==> src/shared/adcrc_pkg.sv <==
// adcrc_pkg: constants for the converter result and calibration registers
package adcrc_pkg;
  // ***************************************************************
  // register byte offsets
  // ***************************************************************
  localparam logic [7:0] ADDR_IEN_OFS   = 8'h14;
  localparam logic [7:0] ADDR_IF_OFS    = 8'h18;
  localparam logic [7:0] ADDR_IFS_OFS   = 8'h1c;
  localparam logic [7:0] ADDR_IFC_OFS   = 8'h20;
  localparam logic [7:0] ADDR_OS_RES    = 8'h24;
  localparam logic [7:0] ADDR_SQ_RES    = 8'h28;
  localparam logic [7:0] ADDR_OS_PEEK   = 8'h2c;
  localparam logic [7:0] ADDR_SQ_PEEK   = 8'h30;
  localparam logic [7:0] ADDR_CAL       = 8'h34;
  localparam logic [7:0] ADDR_BIAS      = 8'h3c;
  localparam logic [7:0] ADDR_STATE     = 8'h40;
  // ***************************************************************
  // field positions
  // ***************************************************************
  localparam int FLAG_OS_DONE  = 0;
  localparam int FLAG_SQ_DONE  = 1;
  localparam int FLAG_OS_OVF   = 8;
  localparam int FLAG_SQ_OVF   = 9;
  localparam logic [31:0] FLAG_MASK = 32'h0000_0303;
  localparam int SQ_GAIN_LSB   = 24;
  localparam int SQ_OFS_LSB    = 16;
  localparam int OS_GAIN_LSB   = 8;
  localparam int OS_OFS_LSB    = 0;
  localparam int TRIM_W        = 7;
  localparam int BIAS_LVL_LSB  = 0;
  localparam int BIAS_HALF_BIT = 6;
  localparam int BIAS_CMP_LSB  = 8;
  localparam int BIAS_W        = 4;
  localparam int ST_OS_DV      = 0;
  localparam int ST_SQ_DV      = 1;
  localparam int ST_OS_DMA     = 2;
  localparam int ST_SQ_DMA     = 3;
  // ***************************************************************
  // reset values
  // ***************************************************************
  localparam logic [31:0] RESULT_RST = 32'h0000_0000;
  localparam logic [6:0]  GAIN_RST   = 7'h3f;
  localparam logic [6:0]  OFS_RST    = 7'h00;
  localparam logic [3:0]  BIAS_RST   = 4'h7;
  localparam logic        HALF_RST   = 1'h1;
endpackage

==> src/adcrc_top.sv <==
// adcrc_top: result, calibration and bias registers on an apb slave
`timescale 1ns/1ps
module adcrc_top #(
  parameter int DW = 32
) (
  // clock and reset
  input  wire logic        clk_sys_i,
  input  wire logic        reset_n_i,
  // apb slave
  input  wire logic        psel_i,
  input  wire logic        penable_i,
  input  wire logic        pwrite_i,
  input  wire logic [7:0]  paddr_i,
  input  wire logic [31:0] pwdata_i,
  output logic      [31:0] prdata_o,
  output logic             pready_o,
  output logic             pslverr_o,
  // converter core side
  input  wire logic        os_done_i,
  input  wire logic [31:0] os_result_i,
  input  wire logic        sq_done_i,
  input  wire logic [31:0] sq_result_i,
  // factory trim, sampled at reset release
  input  wire logic [6:0]  fac_sq_gain_i,
  input  wire logic [6:0]  fac_sq_ofs_i,
  input  wire logic [6:0]  fac_os_gain_i,
  input  wire logic [6:0]  fac_os_ofs_i,
  // trim and bias to the analog core
  output logic      [6:0]  sq_gain_trim_o,
  output logic      [6:0]  sq_offset_trim_o,
  output logic      [6:0]  os_gain_trim_o,
  output logic      [6:0]  os_offset_trim_o,
  output logic      [3:0]  current_level_o,
  output logic             halve_current_o,
  output logic      [3:0]  comparator_current_o,
  // status, dma and interrupt
  output logic             os_data_valid_o,
  output logic             sq_data_valid_o,
  output logic             os_dma_req_o,
  output logic             sq_dma_req_o,
  output logic             irq_o
);
  initial begin
    if (DW != 32) $error("adcrc_top: DW must be 32");
  end

  // ***************************************************************
  // bus decode
  // ***************************************************************
  logic        wr_en;
  logic        rd_en;
  logic        mapped;
  logic [31:0] rd_val;
  logic [31:0] os_res_r;
  logic [31:0] sq_res_r;
  logic [31:0] ien_r;
  logic [3:0]  flags;
  logic [3:0]  f_set;
  logic [3:0]  f_clr;
  logic        trim_load_r;
  logic        os_ovf;
  logic        sq_ovf;

  // single-cycle access phase, no wait states
  assign pready_o = 1'b1;
  assign wr_en = psel_i && penable_i && pwrite_i;
  assign rd_en = psel_i && penable_i && !pwrite_i;

  function automatic logic hit(input logic [7:0] a, input logic [7:0] o);
    hit = (a == o);
  endfunction

  // unmapped words answer with an error
  always_comb begin
    mapped = 1'b1;
    case (paddr_i)
      adcrc_pkg::ADDR_IEN_OFS, adcrc_pkg::ADDR_IF_OFS,
      adcrc_pkg::ADDR_IFS_OFS, adcrc_pkg::ADDR_IFC_OFS,
      adcrc_pkg::ADDR_OS_RES,  adcrc_pkg::ADDR_SQ_RES,
      adcrc_pkg::ADDR_OS_PEEK, adcrc_pkg::ADDR_SQ_PEEK,
      adcrc_pkg::ADDR_CAL,     adcrc_pkg::ADDR_BIAS,
      adcrc_pkg::ADDR_STATE:   mapped = 1'b1;
      default:                 mapped = 1'b0;
    endcase
  end
  assign pslverr_o = psel_i && penable_i && !mapped;

  // ***************************************************************
  // results and data valid
  // ***************************************************************
  // latest results; a fresh result overwrites the old one
  always_ff @(posedge clk_sys_i) begin
    if (!reset_n_i) begin
      os_res_r <= adcrc_pkg::RESULT_RST;
      sq_res_r <= adcrc_pkg::RESULT_RST;
    end else begin
      if (os_done_i) os_res_r <= os_result_i;
      if (sq_done_i) sq_res_r <= sq_result_i;
    end
  end

  // overflow: new result while the old one is still unread
  assign os_ovf = os_done_i && os_data_valid_o;
  assign sq_ovf = sq_done_i && sq_data_valid_o;

  // valid and dma request; set wins over the clearing read
  always_ff @(posedge clk_sys_i) begin
    if (!reset_n_i) begin
      os_data_valid_o <= 1'b0;
      sq_data_valid_o <= 1'b0;
    end else begin
      if (os_done_i) begin
        os_data_valid_o <= 1'b1;
      end else if (rd_en && hit(paddr_i, adcrc_pkg::ADDR_OS_RES)) begin
        os_data_valid_o <= 1'b0;
      end
      if (sq_done_i) begin
        sq_data_valid_o <= 1'b1;
      end else if (rd_en && hit(paddr_i, adcrc_pkg::ADDR_SQ_RES)) begin
        sq_data_valid_o <= 1'b0;
      end
    end
  end
  // dma wants data while it is unread; a peek does not retire it
  assign os_dma_req_o = os_data_valid_o;
  assign sq_dma_req_o = sq_data_valid_o;

  // ***************************************************************
  // calibration trim
  // ***************************************************************
  // factory trims arrive on pins; caught on the first edge after release
  always_ff @(posedge clk_sys_i) begin
    if (!reset_n_i) begin
      trim_load_r <= 1'b1;
    end else begin
      trim_load_r <= 1'b0;
    end
  end

  always_ff @(posedge clk_sys_i) begin
    if (!reset_n_i) begin
      sq_gain_trim_o   <= adcrc_pkg::GAIN_RST;
      sq_offset_trim_o <= adcrc_pkg::OFS_RST;
      os_gain_trim_o   <= adcrc_pkg::GAIN_RST;
      os_offset_trim_o <= adcrc_pkg::OFS_RST;
    end else if (trim_load_r) begin
      sq_gain_trim_o   <= fac_sq_gain_i;
      sq_offset_trim_o <= fac_sq_ofs_i;
      os_gain_trim_o   <= fac_os_gain_i;
      os_offset_trim_o <= fac_os_ofs_i;
    end else if (wr_en && hit(paddr_i, adcrc_pkg::ADDR_CAL)) begin
      // reserved bits 31, 23, 15, 7 dropped
      sq_gain_trim_o   <= pwdata_i[adcrc_pkg::SQ_GAIN_LSB +: 7];
      sq_offset_trim_o <= pwdata_i[adcrc_pkg::SQ_OFS_LSB +: 7];
      os_gain_trim_o   <= pwdata_i[adcrc_pkg::OS_GAIN_LSB +: 7];
      os_offset_trim_o <= pwdata_i[adcrc_pkg::OS_OFS_LSB +: 7];
    end
  end

  // ***************************************************************
  // bias programming
  // ***************************************************************
  // analog core reads the fields; halving is done in the current mirror
  always_ff @(posedge clk_sys_i) begin
    if (!reset_n_i) begin
      current_level_o      <= adcrc_pkg::BIAS_RST;
      halve_current_o      <= adcrc_pkg::HALF_RST;
      comparator_current_o <= adcrc_pkg::BIAS_RST;
    end else if (wr_en && hit(paddr_i, adcrc_pkg::ADDR_BIAS)) begin
      current_level_o <= pwdata_i[adcrc_pkg::BIAS_LVL_LSB +: 4];
      halve_current_o <= pwdata_i[adcrc_pkg::BIAS_HALF_BIT];
      comparator_current_o <=
        pwdata_i[adcrc_pkg::BIAS_CMP_LSB +: 4];
    end
  end

  // ***************************************************************
  // interrupts
  // ***************************************************************
  always_ff @(posedge clk_sys_i) begin
    if (!reset_n_i) begin
      ien_r <= 32'h0000_0000;
    end else if (wr_en && hit(paddr_i, adcrc_pkg::ADDR_IEN_OFS)) begin
      ien_r <= pwdata_i & adcrc_pkg::FLAG_MASK;
    end
  end

  // flag vector order: os done, sq done, os overflow, sq overflow
  always_comb begin
    f_set = 4'h0;
    f_clr = 4'h0;
    if (wr_en && hit(paddr_i, adcrc_pkg::ADDR_IFS_OFS)) begin
      f_set = {pwdata_i[adcrc_pkg::FLAG_SQ_OVF],
               pwdata_i[adcrc_pkg::FLAG_OS_OVF],
               pwdata_i[adcrc_pkg::FLAG_SQ_DONE],
               pwdata_i[adcrc_pkg::FLAG_OS_DONE]};
    end
    if (wr_en && hit(paddr_i, adcrc_pkg::ADDR_IFC_OFS)) begin
      f_clr = {pwdata_i[adcrc_pkg::FLAG_SQ_OVF],
               pwdata_i[adcrc_pkg::FLAG_OS_OVF],
               pwdata_i[adcrc_pkg::FLAG_SQ_DONE],
               pwdata_i[adcrc_pkg::FLAG_OS_DONE]};
    end
  end

  adcrc_flags #(
    .NF (4)
  ) u_flags (
    .clk_sys_i (clk_sys_i),
    .reset_n_i (reset_n_i),
    .event_i   ({sq_ovf, os_ovf, sq_done_i, os_done_i}),
    .set_i     (f_set),
    .clr_i     (f_clr),
    .mask_i    ({ien_r[adcrc_pkg::FLAG_SQ_OVF],
                 ien_r[adcrc_pkg::FLAG_OS_OVF],
                 ien_r[adcrc_pkg::FLAG_SQ_DONE],
                 ien_r[adcrc_pkg::FLAG_OS_DONE]}),
    .flags_o   (flags),
    .irq_o     (irq_o)
  );

  // ***************************************************************
  // read mux
  // ***************************************************************
  // reserved bits read as zero, so ignoring them is safe
  always_comb begin
    rd_val = 32'h0000_0000;
    case (paddr_i)
      adcrc_pkg::ADDR_IEN_OFS: rd_val = ien_r;
      adcrc_pkg::ADDR_IF_OFS: begin
        rd_val[adcrc_pkg::FLAG_OS_DONE] = flags[0];
        rd_val[adcrc_pkg::FLAG_SQ_DONE] = flags[1];
        rd_val[adcrc_pkg::FLAG_OS_OVF]  = flags[2];
        rd_val[adcrc_pkg::FLAG_SQ_OVF]  = flags[3];
      end
      adcrc_pkg::ADDR_OS_RES:  rd_val = os_res_r;
      adcrc_pkg::ADDR_SQ_RES:  rd_val = sq_res_r;
      adcrc_pkg::ADDR_OS_PEEK: rd_val = os_res_r;
      adcrc_pkg::ADDR_SQ_PEEK: rd_val = sq_res_r;
      adcrc_pkg::ADDR_CAL: begin
        rd_val[adcrc_pkg::SQ_GAIN_LSB +: 7] = sq_gain_trim_o;
        rd_val[adcrc_pkg::SQ_OFS_LSB +: 7]  = sq_offset_trim_o;
        rd_val[adcrc_pkg::OS_GAIN_LSB +: 7] = os_gain_trim_o;
        rd_val[adcrc_pkg::OS_OFS_LSB +: 7]  = os_offset_trim_o;
      end
      adcrc_pkg::ADDR_BIAS: begin
        rd_val[adcrc_pkg::BIAS_LVL_LSB +: 4] = current_level_o;
        rd_val[adcrc_pkg::BIAS_HALF_BIT]     = halve_current_o;
        rd_val[adcrc_pkg::BIAS_CMP_LSB +: 4] = comparator_current_o;
      end
      adcrc_pkg::ADDR_STATE: begin
        rd_val[adcrc_pkg::ST_OS_DV]  = os_data_valid_o;
        rd_val[adcrc_pkg::ST_SQ_DV]  = sq_data_valid_o;
        rd_val[adcrc_pkg::ST_OS_DMA] = os_dma_req_o;
        rd_val[adcrc_pkg::ST_SQ_DMA] = sq_dma_req_o;
      end
      default: rd_val = 32'h0000_0000;
    endcase
  end

  // read data registered in the setup cycle, valid in the access phase
  always_ff @(posedge clk_sys_i) begin
    if (!reset_n_i) begin
      prdata_o <= 32'h0000_0000;
    end else if (psel_i && !penable_i && !pwrite_i) begin
      prdata_o <= rd_val;
    end
  end

  // ***************************************************************
  // assertions
  // ***************************************************************
  property p_os_read_clears;
    @(posedge clk_sys_i) disable iff (!reset_n_i)
      (rd_en && paddr_i == adcrc_pkg::ADDR_OS_RES && !os_done_i)
        |=> !os_data_valid_o;
  endproperty
  a_os_read_clears: assert property (p_os_read_clears)
    else $error("one-shot read did not clear valid");

  property p_sq_read_clears;
    @(posedge clk_sys_i) disable iff (!reset_n_i)
      (rd_en && paddr_i == adcrc_pkg::ADDR_SQ_RES && !sq_done_i)
        |=> !sq_data_valid_o;
  endproperty
  a_sq_read_clears: assert property (p_sq_read_clears)
    else $error("sequence read did not clear valid");

  property p_os_peek_keeps;
    @(posedge clk_sys_i) disable iff (!reset_n_i)
      (rd_en && paddr_i == adcrc_pkg::ADDR_OS_PEEK && os_dma_req_o)
        |=> (os_data_valid_o && os_dma_req_o);
  endproperty
  a_os_peek_keeps: assert property (p_os_peek_keeps)
    else $error("one-shot peek disturbed valid or dma");

  property p_sq_peek_keeps;
    @(posedge clk_sys_i) disable iff (!reset_n_i)
      (rd_en && paddr_i == adcrc_pkg::ADDR_SQ_PEEK && sq_data_valid_o)
        |=> sq_data_valid_o;
  endproperty
  a_sq_peek_keeps: assert property (p_sq_peek_keeps)
    else $error("sequence peek cleared valid");

  property p_cal_write;
    @(posedge clk_sys_i) disable iff (!reset_n_i)
      (wr_en && paddr_i == adcrc_pkg::ADDR_CAL && !trim_load_r)
        |=> (sq_gain_trim_o == $past(pwdata_i[30:24])
             && sq_offset_trim_o == $past(pwdata_i[22:16])
             && os_offset_trim_o == $past(pwdata_i[6:0]));
  endproperty
  a_cal_write: assert property (p_cal_write)
    else $error("calibration write not stored");

  property p_bias_reset;
    @(posedge clk_sys_i)
      !reset_n_i |=> (current_level_o == 4'h7 && halve_current_o
                      && comparator_current_o == 4'h7);
  endproperty
  a_bias_reset: assert property (p_bias_reset)
    else $error("bias reset value wrong");

  property p_bias_write;
    @(posedge clk_sys_i) disable iff (!reset_n_i)
      (wr_en && paddr_i == adcrc_pkg::ADDR_BIAS)
        |=> (halve_current_o == $past(pwdata_i[6])
             && comparator_current_o == $past(pwdata_i[11:8]));
  endproperty
  a_bias_write: assert property (p_bias_write)
    else $error("bias write not stored");

  property p_trim_load;
    @(posedge clk_sys_i) disable iff (!reset_n_i)
      trim_load_r |=> (os_gain_trim_o == $past(fac_os_gain_i));
  endproperty
  a_trim_load: assert property (p_trim_load)
    else $error("factory gain trim not loaded");

  c_os_read: cover property (@(posedge clk_sys_i)
    os_done_i ##[1:20] (rd_en && paddr_i == adcrc_pkg::ADDR_OS_RES));
  c_sq_peek: cover property (@(posedge clk_sys_i)
    sq_done_i ##[1:20] (rd_en && paddr_i == adcrc_pkg::ADDR_SQ_PEEK));
  c_irq: cover property (@(posedge clk_sys_i) irq_o);
endmodule

==> src/adcrc_flags.sv <==
// adcrc_flags: sticky event flags with mask and one interrupt line
`timescale 1ns/1ps
module adcrc_flags #(
  parameter int NF = 4
) (
  // clock and reset
  input  wire logic          clk_sys_i,
  input  wire logic          reset_n_i,
  // events and software strobes
  input  wire logic [NF-1:0] event_i,
  input  wire logic [NF-1:0] set_i,
  input  wire logic [NF-1:0] clr_i,
  input  wire logic [NF-1:0] mask_i,
  // state
  output logic      [NF-1:0] flags_o,
  output logic               irq_o
);
  initial begin
    if (NF < 1) $error("adcrc_flags: NF must be at least one");
  end

  // set beats clear so an event in the clear cycle is kept
  always_ff @(posedge clk_sys_i) begin
    if (!reset_n_i) begin
      flags_o <= '0;
    end else begin
      flags_o <= (flags_o & ~clr_i) | event_i | set_i;
    end
  end

  // level interrupt, high while any unmasked flag stands
  assign irq_o = |(flags_o & mask_i);

  // ***************************************************************
  // assertions
  // ***************************************************************
  property p_clr_flag;
    @(posedge clk_sys_i) disable iff (!reset_n_i)
      (clr_i[0] && !event_i[0] && !set_i[0]) |=> !flags_o[0];
  endproperty
  a_clr_flag: assert property (p_clr_flag)
    else $error("done flag not cleared by write of one");

  property p_keep_flag;
    @(posedge clk_sys_i) disable iff (!reset_n_i)
      (flags_o[0] && !clr_i[0]) |=> flags_o[0];
  endproperty
  a_keep_flag: assert property (p_keep_flag)
    else $error("done flag lost without a clear");

  property p_set_wins;
    @(posedge clk_sys_i) disable iff (!reset_n_i)
      (event_i[0] && clr_i[0]) |=> flags_o[0];
  endproperty
  a_set_wins: assert property (p_set_wins)
    else $error("event lost in clear cycle");

  c_clear_hit: cover property (@(posedge clk_sys_i)
    flags_o[0] ##1 clr_i[0] ##1 !flags_o[0]);
endmodule

==> config.mk <==
export PLATFORM = sky130hd
export DESIGN_NAME = adcrc_top
export DESIGN_NICKNAME = d
export VERILOG_FILES = /design/src/shared/adcrc_pkg.sv /design/src/adcrc_top.sv /design/src/adcrc_flags.sv
export SDC_FILE = /design/constraint.sdc
export NUM_CORES = 1
export LEC_CHECK = 0
export BUFFER_PORTS_ARGS = -buffer_cell sky130_fd_sc_hd__buf_4
export CELL_PAD_IN_SITES_DETAIL_PLACEMENT = 1
export CELL_PAD_IN_SITES_GLOBAL_PLACEMENT = 1
export CORE_MARGIN = 4
export CORE_UTILIZATION = 40
export CTS_CLUSTER_SIZE = 8
export DETAILED_ROUTE_END_ITERATION = 10
export PLACE_DENSITY = 0.89
export SLEW_MARGIN = 20
export SYNTH_ARGS = -nofsm -noshare
export SYNTH_HDL_FRONTEND = slang
export SYNTH_SLANG_ARGS = --single-unit
export TNS_END_PERCENT = 1
==> constraint.sdc <==
create_clock -name clk_sys_i -period 4.5 [get_ports clk_sys_i]
set_input_delay 0.675 -clock clk_sys_i [delete_from_list [all_inputs] [get_ports clk_sys_i]]
set_output_delay 0.675 -clock clk_sys_i [all_outputs]
set_load 0.05 [all_outputs]
==> results.txt, run 1 <==
----------------------------------------------------
[Synthesis]
  Fraction of synthesis flops using an asynchronous set or reset pin ... 0%
  Synthesis warning total ... 0
  Number of synthesized flops with an enable pin ... 0
  Share of Yosys cell area claimed by the top area cell type ... 45.2%
  Main flop type after synthesis ... sky130_fd_sc_hd__dfxtp_1
  Number of storage elements in the synthesis netlist ... 144
  Post-synthesis instance area ... 6380 µm²
  Biggest area consumer among synthesized cells ... sky130_fd_sc_hd__dfxtp_1
  Synth top area cells ... sky130_fd_sc_hd__dfxtp_1 (45%), sky130_fd_sc_hd__mux2i_1 (16%), sky130_fd_sc_hd__nand2_1 (6.1%), sky130_fd_sc_hd__nor2_1 (5.2%), sky130_fd_sc_hd__a22oi_1 (3.5%)
  Post-synthesis cell type count ... 47
  Net count after synthesis ... 841
  Synthesized area per cell ... 9.09 µm²
  Sequential area share after synthesis ... 45.2%
  Post-synthesis cell count ... 702

[Finish]
  Post-route core utilization ... 55.7%
  Post-layout nets ... 1020
  Area of combinational cells with multiple inputs ... 3210 µm²
  Share of layout cells above drive strength 1 ... 30.6%
  Filler instances ... 1829
  P&R area growth vs syn ... 34.6%
  Ant diodes ... 0
  Total area of sequential cells ... 2890 µm²

[Floorplan]
  Number of primary I/O pins ... 215
  X dimension of the die ... 134 µm
  Initial core utilization ... 41.4%
  Standard-cell row count ... 45
  DIE AREA ... 18000 µm²
  Die span in y ... 134 µm
  Core footprint ... 15400 µm²

[Critical path]
  Reg2Reg Setup Slack ... 3.03 ns
  Data arrival time of the critical path ... 3.11 ns
  Library cell contributing the largest single delay on the critical path ... sky130_fd_sc_hd__nor4_4
  Worst-path fanout max ... 18
  Setup crit start kind ... input port
  Cell class contributing the biggest share of worst-path delay ... simple AND/OR/NAND/NOR gates
  Critical path endpoint category ... flip-flop
  Most common cell type on the critical path ... sky130_fd_sc_hd__buf_4
  Crit. Startpoint ... paddr_i[1]
  R2r endpoint ... prdata_o[6]$_SDFFE_PN0P_
  Buffers plus inverters on the worst setup path ... 2
  Required time worst endpoint ... 4.83 ns
  Worst path depth ... 7
  Cells along the critical path ... buf_4 > or3_1 > nor4_4 > buf_4 > nand2_1 > a21o_1 > a21oi_1
  Worst reg2reg startpoint ... halve_current_o$_SDFFE_PN1P_
  Count of cells along the worst register-to-register path ... 5
  Maximum cell stage delay along the critical path ... 0.89 ns
  Crit Path Category ... input port to flip-flop

[Power]
  Worst VDD drop ... 0.000249 V
  Leakage ... 3.72 nW
  Cell area power density ... 370 nW/µm²

[Route]
  Initial DRC Count ... 343
  DRC Markers ... 0
  Average detailed-routed wire length per instance ... 20.6 µm
  Routed Antenna Nets ... 0
  Vias/cell ... 5.42
  DR pass1 iterations ... 5
  Routed WL ... 22.7 mm
  Routed vias ... 5989

[Timing]
  Final worst path period need ... 2.78 ns
  Fmax ... 0.360 GHz
  Hold violation total from the final report ... 0
  Max-slew violations ... 0
  Period Utilization, post-route ... 61.8%
  Total negative slack ... 0 ns
  Final setup violation count ... 0
  Final clock skew ... 0.00518 ns
  Pin slew with the least headroom to its limit ... 0.981 ns
  Slew HR ... 34.6%
  Setup repair after global routing missed its margin ... false

[CTS]
  Maximum level of the CTS H-tree ... 4
  Setup Buffers After CTS ... 0
  Cts bufs inserted ... 17
  Sink Count ... 144
  Root Buffer ... sky130_fd_sc_hd__clkbuf_16
  Clock transition at the register clock pins on the worst setup and hold paths after CTS ... 0.06 ns
  Post-CTS resize count ... 0
  Clock latency on the worst-skew pair ... 0.42 ns
  CTS tree ... yes
  Worst-case clock buffer depth ... 2
  Post-CTS Hold Buffers ... 0

[Placed design]
  HPWL after DPL ... 15.0 mm
  Number of port buffers ... 209
  Final Wtd Congestion ... 0.861

[Global routing]
  Via count of the first global-routing pass ... 6340
  Global-route congestion overflow total ... 0
  Maximum number of pins on one net before global-route repair ... 68
  Total Routing Usage GR ... 24.8%
  Initial antenna violation count ... 0
  Wire length of the first global-routing pass ... 34.8 mm

[Outcome]
  Result of the run ... complete, no violations

[Min path]
  Hold crit path type ... flip-flop to flip-flop
  Number of stages on the worst hold path ... 2
  Worst Hold Launch ... prdata_o[19]$_SDFFE_PN0P_
  Hold path endpoint ... prdata_o[19]$_SDFFE_PN0P_

[Flow run]
  Max-capacitance violation count ... 0

----------------------------------------------------
[per-stage QoR]
step           worst slack, ns  area, µm²  std cells  power [mW]  hold slack (ns)
2_1_floorplan             1.17       6380        702        1.61            0.450
3_3_place_gp              1.35       7980       1073        1.78            0.443
3_5_place_dp              1.22       7980       1073        1.79            0.447
4_1_cts                   1.70       8580       1105        3.21            0.455
5_1_grt                   1.56       8590       1105        3.30            0.462
6_report                  1.72       8590       1105        3.18            0.457
[synthesized netlist by cell type, types with 14 or more instances]
cell type / number
sky130_fd_sc_hd__a21o_1: 19
sky130_fd_sc_hd__mux2_2: 14
sky130_fd_sc_hd__nand3_1: 16
sky130_fd_sc_hd__dfxtp_1: 144
sky130_fd_sc_hd__a21oi_1: 35
sky130_fd_sc_hd__a22oi_1: 30
sky130_fd_sc_hd__clkbuf_1: 24
sky130_fd_sc_hd__o21ai_1: 14
sky130_fd_sc_hd__mux2i_1: 99
sky130_fd_sc_hd__and2_1: 16
sky130_fd_sc_hd__nand2_1: 104
sky130_fd_sc_hd__nor2_1: 88
[report_power, final]
group / leakage [nW] / internal, mW / switching [mW]
clock: 0.285 / 0.873 / 0.537
sequential: 1.18 / 1.33 / 0.0477
combinational: 2.26 / 0.172 / 0.218
total: 3.72 / 2.38 / 0.802
[metal layers]
| metal | vias to the layer above | global-route usage (%) | share of wire (%) |
|---|---|---|---|
| li1 | 2811 | - | - |
| met1 | 2954 | 30.3 | 41 |
| met2 | 193 | 43.3 | 51 |
| met3 | 31 | 6.15 | 6.3 |
| met4 | 0 | 6.79 | 1.6 |
| met5 | - | 0 | 0 |
[worst max path at each step]
stage | endpoint | slack [ns]
6_report | prdata_o[13]$_SDFFE_PN0P_ | 1.72
3_3_place_gp | prdata_o[3]$_SDFFE_PN0P_ | 1.35
4_1_cts | prdata_o[13]$_SDFFE_PN0P_ | 1.70
2_1_floorplan | pslverr_o | 1.17
3_5_place_dp | prdata_o[8]$_SDFFE_PN0P_ | 1.22
5_1_grt | prdata_o[8]$_SDFFE_PN0P_ | 1.56
[cell families after synthesis]
logic type | count (synthesis) | synth area share [%]
buf+inv | 59 | 4.76
xor+xnor | 1 | 0.137
mux | 113 | 18.0
flops | 144 | 45.2
compound gates | 126 | 13.3
other cells | 1 | 0.0587
simple gates | 258 | 18.6
[registers in the layout, indices dropped and copies added, names as in the netlist]
| signal | flops |
|---|---|
| ien_r | 4 |
| sq_res_r | 32 |
| current_level_o | 4 |
| halve_current_o | 1 |
| os_res_r | 32 |
| os_offset_trim_o | 7 |
| comparator_current_o | 4 |
| os_data_valid_o | 1 |
| sq_gain_trim_o | 7 |
| trim_load_r | 1 |
| os_gain_trim_o | 7 |
| sq_offset_trim_o | 7 |
| prdata_o | 32 |
| u_flags.flags_o | 4 |
| sq_data_valid_o | 1 |
[worst reg2reg max path, cell delays in order, from the launching register on]
cell and delay (ns):
sky130_fd_sc_hd__dfxtp_1 0.33, sky130_fd_sc_hd__mux2i_1 0.42, sky130_fd_sc_hd__a21oi_1 0.17, sky130_fd_sc_hd__a22o_1 0.20
sky130_fd_sc_hd__a22oi_1 0.16, sky130_fd_sc_hd__nor2_1 0.06
[cell type report]
cell class                      instances  share of cell area, %
Clock buffer                           23                   5.68
Clock inverter                          9                   1.24
Inverter                                4                  0.189
Multi-Input combinational cell        499                   37.4
Sequential cell                       144                   33.6
Tap cell                              211                   3.07
Timing Repair Buffer                  215                   18.8
[placed cells by master (no fill, tap or decap), types with 17 or more instances in the layout]
cell type | synthesis | routed
sky130_fd_sc_hd__buf_4 | 7 | 215
sky130_fd_sc_hd__dfxtp_1 | 144 | 143
sky130_fd_sc_hd__nand2_1 | 104 | 104
sky130_fd_sc_hd__mux2i_1 | 99 | 99
sky130_fd_sc_hd__nor2_1 | 88 | 88
sky130_fd_sc_hd__a21oi_1 | 35 | 35
sky130_fd_sc_hd__a22oi_1 | 30 | 30
sky130_fd_sc_hd__a21o_1 | 19 | 19
sky130_fd_sc_hd__clkbuf_16 | 0 | 17
(Power assumes the default switching activity.)
==> run 2, diff against run 1 <==
- CORE_UTILIZATION: 40 -> 37
- PLACE_DENSITY: 0.89 -> 0.84
- clock period: 4.5 -> 2.9 ns (I/O delays scaled with it)
==> results.txt, run 2 (synthesis results as in run 1) <==
----------------------------------------------------
[Timing]
  Pin slew with the least headroom to its limit ... 1.08 ns (was 0.981 ns)
  Final setup violation count ... 0 (unchanged)
  Final worst path period need ... 2.13 ns
  Total negative slack ... 0 ns (unchanged)
  Final-layout worst hold slack ... 0.230 ns (was 0.457 ns)
  Hold violation total from the final report ... 0 (unchanged)
  Slew HR ... 28.2% (was 34.6%)
  Post-layout worst setup margin ... 0.771 ns (was 1.72 ns)
  Period Utilization, post-route ... 73.4%
  Setup repair after global routing missed its margin ... false (unchanged)
  Final clock skew ... 0.00763 ns (was 0.00518 ns)
  Max-slew violations ... 0 (unchanged)
  Fmax ... 0.470 GHz

[Min path]
  Hold crit path type ... input port to flip-flop (was flip-flop to flip-flop)

[Power]
  Cell area power density ... 567 nW/µm² (was 370 nW/µm²)
  Leakage ... 3.78 nW (was 3.72 nW)
  Worst VDD drop ... 0.000400 V (was 0.000249 V)

[CTS]
  CTS tree ... yes (unchanged)
  Sink Count ... 144 (unchanged)
  Cts bufs inserted ... 17 (unchanged)
  Worst-case clock buffer depth ... 2 (unchanged)
  Post-CTS Hold Buffers ... 0 (unchanged)
  Clock transition at the register clock pins on the worst setup and hold paths after CTS ... 0.06 ns (about the same)
  Setup Buffers After CTS ... 0 (unchanged)
  Maximum level of the CTS H-tree ... 4 (unchanged)
  Post-CTS resize count ... 0 (unchanged)
  Root Buffer ... sky130_fd_sc_hd__clkbuf_16 (unchanged)
  Clock latency on the worst-skew pair ... 0.42 ns (about the same)

[Finish]
  Filler instances ... 1963 (was 1829)
  Non-filler instance count after layout ... 1126 (was 1105)
  Share of layout cells above drive strength 1 ... 31.6% (was 30.6%)
  Post-layout nets ... 1032 (was 1020)
  Ant diodes ... 0 (unchanged)
  Highest-count cells in the layout ignoring fill and taps ... sky130_fd_sc_hd__buf_4 (227), sky130_fd_sc_hd__dfxtp_1 (143), sky130_fd_sc_hd__nand2_1 (104), sky130_fd_sc_hd__mux2i_1 (99), sky130_fd_sc_hd__nor2_1 (88) (was sky130_fd_sc_hd__buf_4 (215), sky130_fd_sc_hd__dfxtp_1 (143), sky130_fd_sc_hd__nand2_1 (104), sky130_fd_sc_hd__mux2i_1 (99), sky130_fd_sc_hd__nor2_1 (88))
  Most common cell after layout, fill and taps aside ... sky130_fd_sc_hd__buf_4 (unchanged)
  Total non-filler cell area in the finished layout ... 8670 µm² (was 8590 µm²)
  P&R area growth vs syn ... 35.8% (was 34.6%)
  Registers with the highest flip-flop counts ... os_res_r: 32 flops, prdata_o: 32 flops, sq_res_r: 32 flops (unchanged)

[Critical path]
  Cells along the critical path ... buf_4 > or4_4 > nor4_4 > buf_4 > mux2_2 > mux2i_1 > nand2_1 (was buf_4 > or3_1 > nor4_4 > buf_4 > nand2_1 > a21o_1 > a21oi_1)
  Data arrival time of the critical path ... 2.43 ns (was 3.11 ns)
  Crit Path Category ... input port to flip-flop (unchanged)
  Most common cell type on the critical path ... sky130_fd_sc_hd__buf_4 (unchanged)
  Required time worst endpoint ... 3.20 ns (was 4.83 ns)
  Worst-path fanout max ... 16 (was 18)
  Critical path endpoint category ... flip-flop (unchanged)
  Setup crit start kind ... input port (unchanged)
  Maximum cell stage delay along the critical path ... 0.55 ns (was 0.89 ns)
  Library cell contributing the largest single delay on the critical path ... sky130_fd_sc_hd__or4_4 (was sky130_fd_sc_hd__nor4_4)

[Route]
  DRC Markers ... 0 (unchanged)
  Average detailed-routed wire length per instance ... 19.9 µm (was 20.6 µm)
  Initial DRC Count ... 219 (was 343)
  Routed vias ... 5953 (was 5989)
  Routed WL ... 22.4 mm (was 22.7 mm)
  DR pass1 iterations ... 5 (unchanged)
  Vias/cell ... 5.29 (was 5.42)
  Routed Antenna Nets ... 0 (unchanged)

[Placed design]
  HPWL after DPL ... 16.0 mm (was 15.0 mm)
  Final Wtd Congestion ... 0.848 (was 0.861)
  Instance area after placement ... 8090 µm² (was 7980 µm²)
  Number of port buffers ... 209 (unchanged)
  Worst Setup Slack post-DPL ... 0.329 ns (was 1.22 ns)
  Inst Count DP ... 1094 (was 1073)

[Floorplan]
  Standard-cell row count ... 47 (was 45)
  Die span in y ... 139 µm (was 134 µm)
  Initial core utilization ... 38.1% (was 41.4%)
  X dimension of the die ... 139 µm (was 134 µm)
  Core footprint ... 16800 µm² (was 15400 µm²)
  DIE AREA ... 19400 µm² (was 18000 µm²)
  Number of primary I/O pins ... 215 (unchanged)

[Global routing]
  Maximum number of pins on one net before global-route repair ... 55 (was 68)
  Global-route congestion overflow total ... 0 (unchanged)
  Total Routing Usage GR ... 23.0% (was 24.8%)
  Initial antenna violation count ... 0 (unchanged)
  Wire length of the first global-routing pass ... 35.6 mm (was 34.8 mm)
  Via count of the first global-routing pass ... 6401 (was 6340)

[Outcome]
  Result of the run ... complete, no violations (unchanged)

[Flow run]
  Max-capacitance violation count ... 0 (unchanged)

----------------------------------------------------
run 2: cell count changes in the layout (fill, tap and decap cells not counted):
cell	delta
sky130_fd_sc_hd__nor4_4	-1
sky130_fd_sc_hd__clkinv_4	+3
sky130_fd_sc_hd__clkbuf_8	-3
sky130_fd_sc_hd__inv_6	+2
sky130_fd_sc_hd__dfxtp_2	+1
sky130_fd_sc_hd__clkinvlp_4	-2
sky130_fd_sc_hd__nor4_2	+1
sky130_fd_sc_hd__buf_4	+12
sky130_fd_sc_hd__dfxtp_4	-1
run 2: path summary, 6_finish.rpt:
check / start / to / slack, ns / cells past startpoint
hold / removal: fac_os_gain_i[2] / os_gain_trim_o[2]$_SDFFE_PN1P_ / 0.23 / 3
hold reg to reg: prdata_o[13]$_SDFFE_PN0P_ / prdata_o[13]$_SDFFE_PN0P_ / 0.45 / 2
setup / recovery: paddr_i[3] / sq_gain_trim_o[0]$_SDFFE_PN1P_ / 0.77 / 7
setup reg to reg: trim_load_r$_DFF_P_ / sq_gain_trim_o[0]$_SDFFE_PN1P_ / 1.37 / 2
run 2: cell type report:
type,count,area (µm²),share of cell area (%)
repair buffers,227,1700,19.7
clock buffers,20,447,5.15
well taps,220,275,3.18
clock inverters,12,135,1.56
multi-input cells,499,3210,37.0
flip-flops and latches,144,2880,33.3
inverters,4,16.3,0.188
run 2: routing by layer:
| metal | track usage, % | vias to the layer above | routed length [µm] |
|---|---|---|---|
| met5 | 0 | - | 0 |
| met4 | 6.80 | 0 | 350 |
| met3 | 7.65 | 25 | 1630 |
| met2 | 38.7 | 194 | 10800 |
| met1 | 28.0 | 2903 | 9570 |
| li1 | - | 2831 | - |
run 2: report_power, final:
part	total, mW	leakage, nW	internal (mW)	switching, mW
Combinational	0.606	2.31	0.271	0.335
Sequential	2.14	1.18	2.07	0.0746
Clock	2.17	0.285	1.30	0.873
Total	4.91	3.78	3.63	1.28
run 2: through the flow:
step	power, mW	utilization, %
6_report	4.91	51.7
5_1_grt	5.10	51.7
4_1_cts	4.95	51.7
3_5_place_dp	2.79	48.2
3_3_place_gp	2.77	48.2
2_1_floorplan	2.51	-
run 2: critical path, delay by kind of cell:
kind	cells	cell delay, ns
buffers and inverters	2	0.53
multiplexers	2	0.51
AND/OR/NAND/NOR	3	0.93
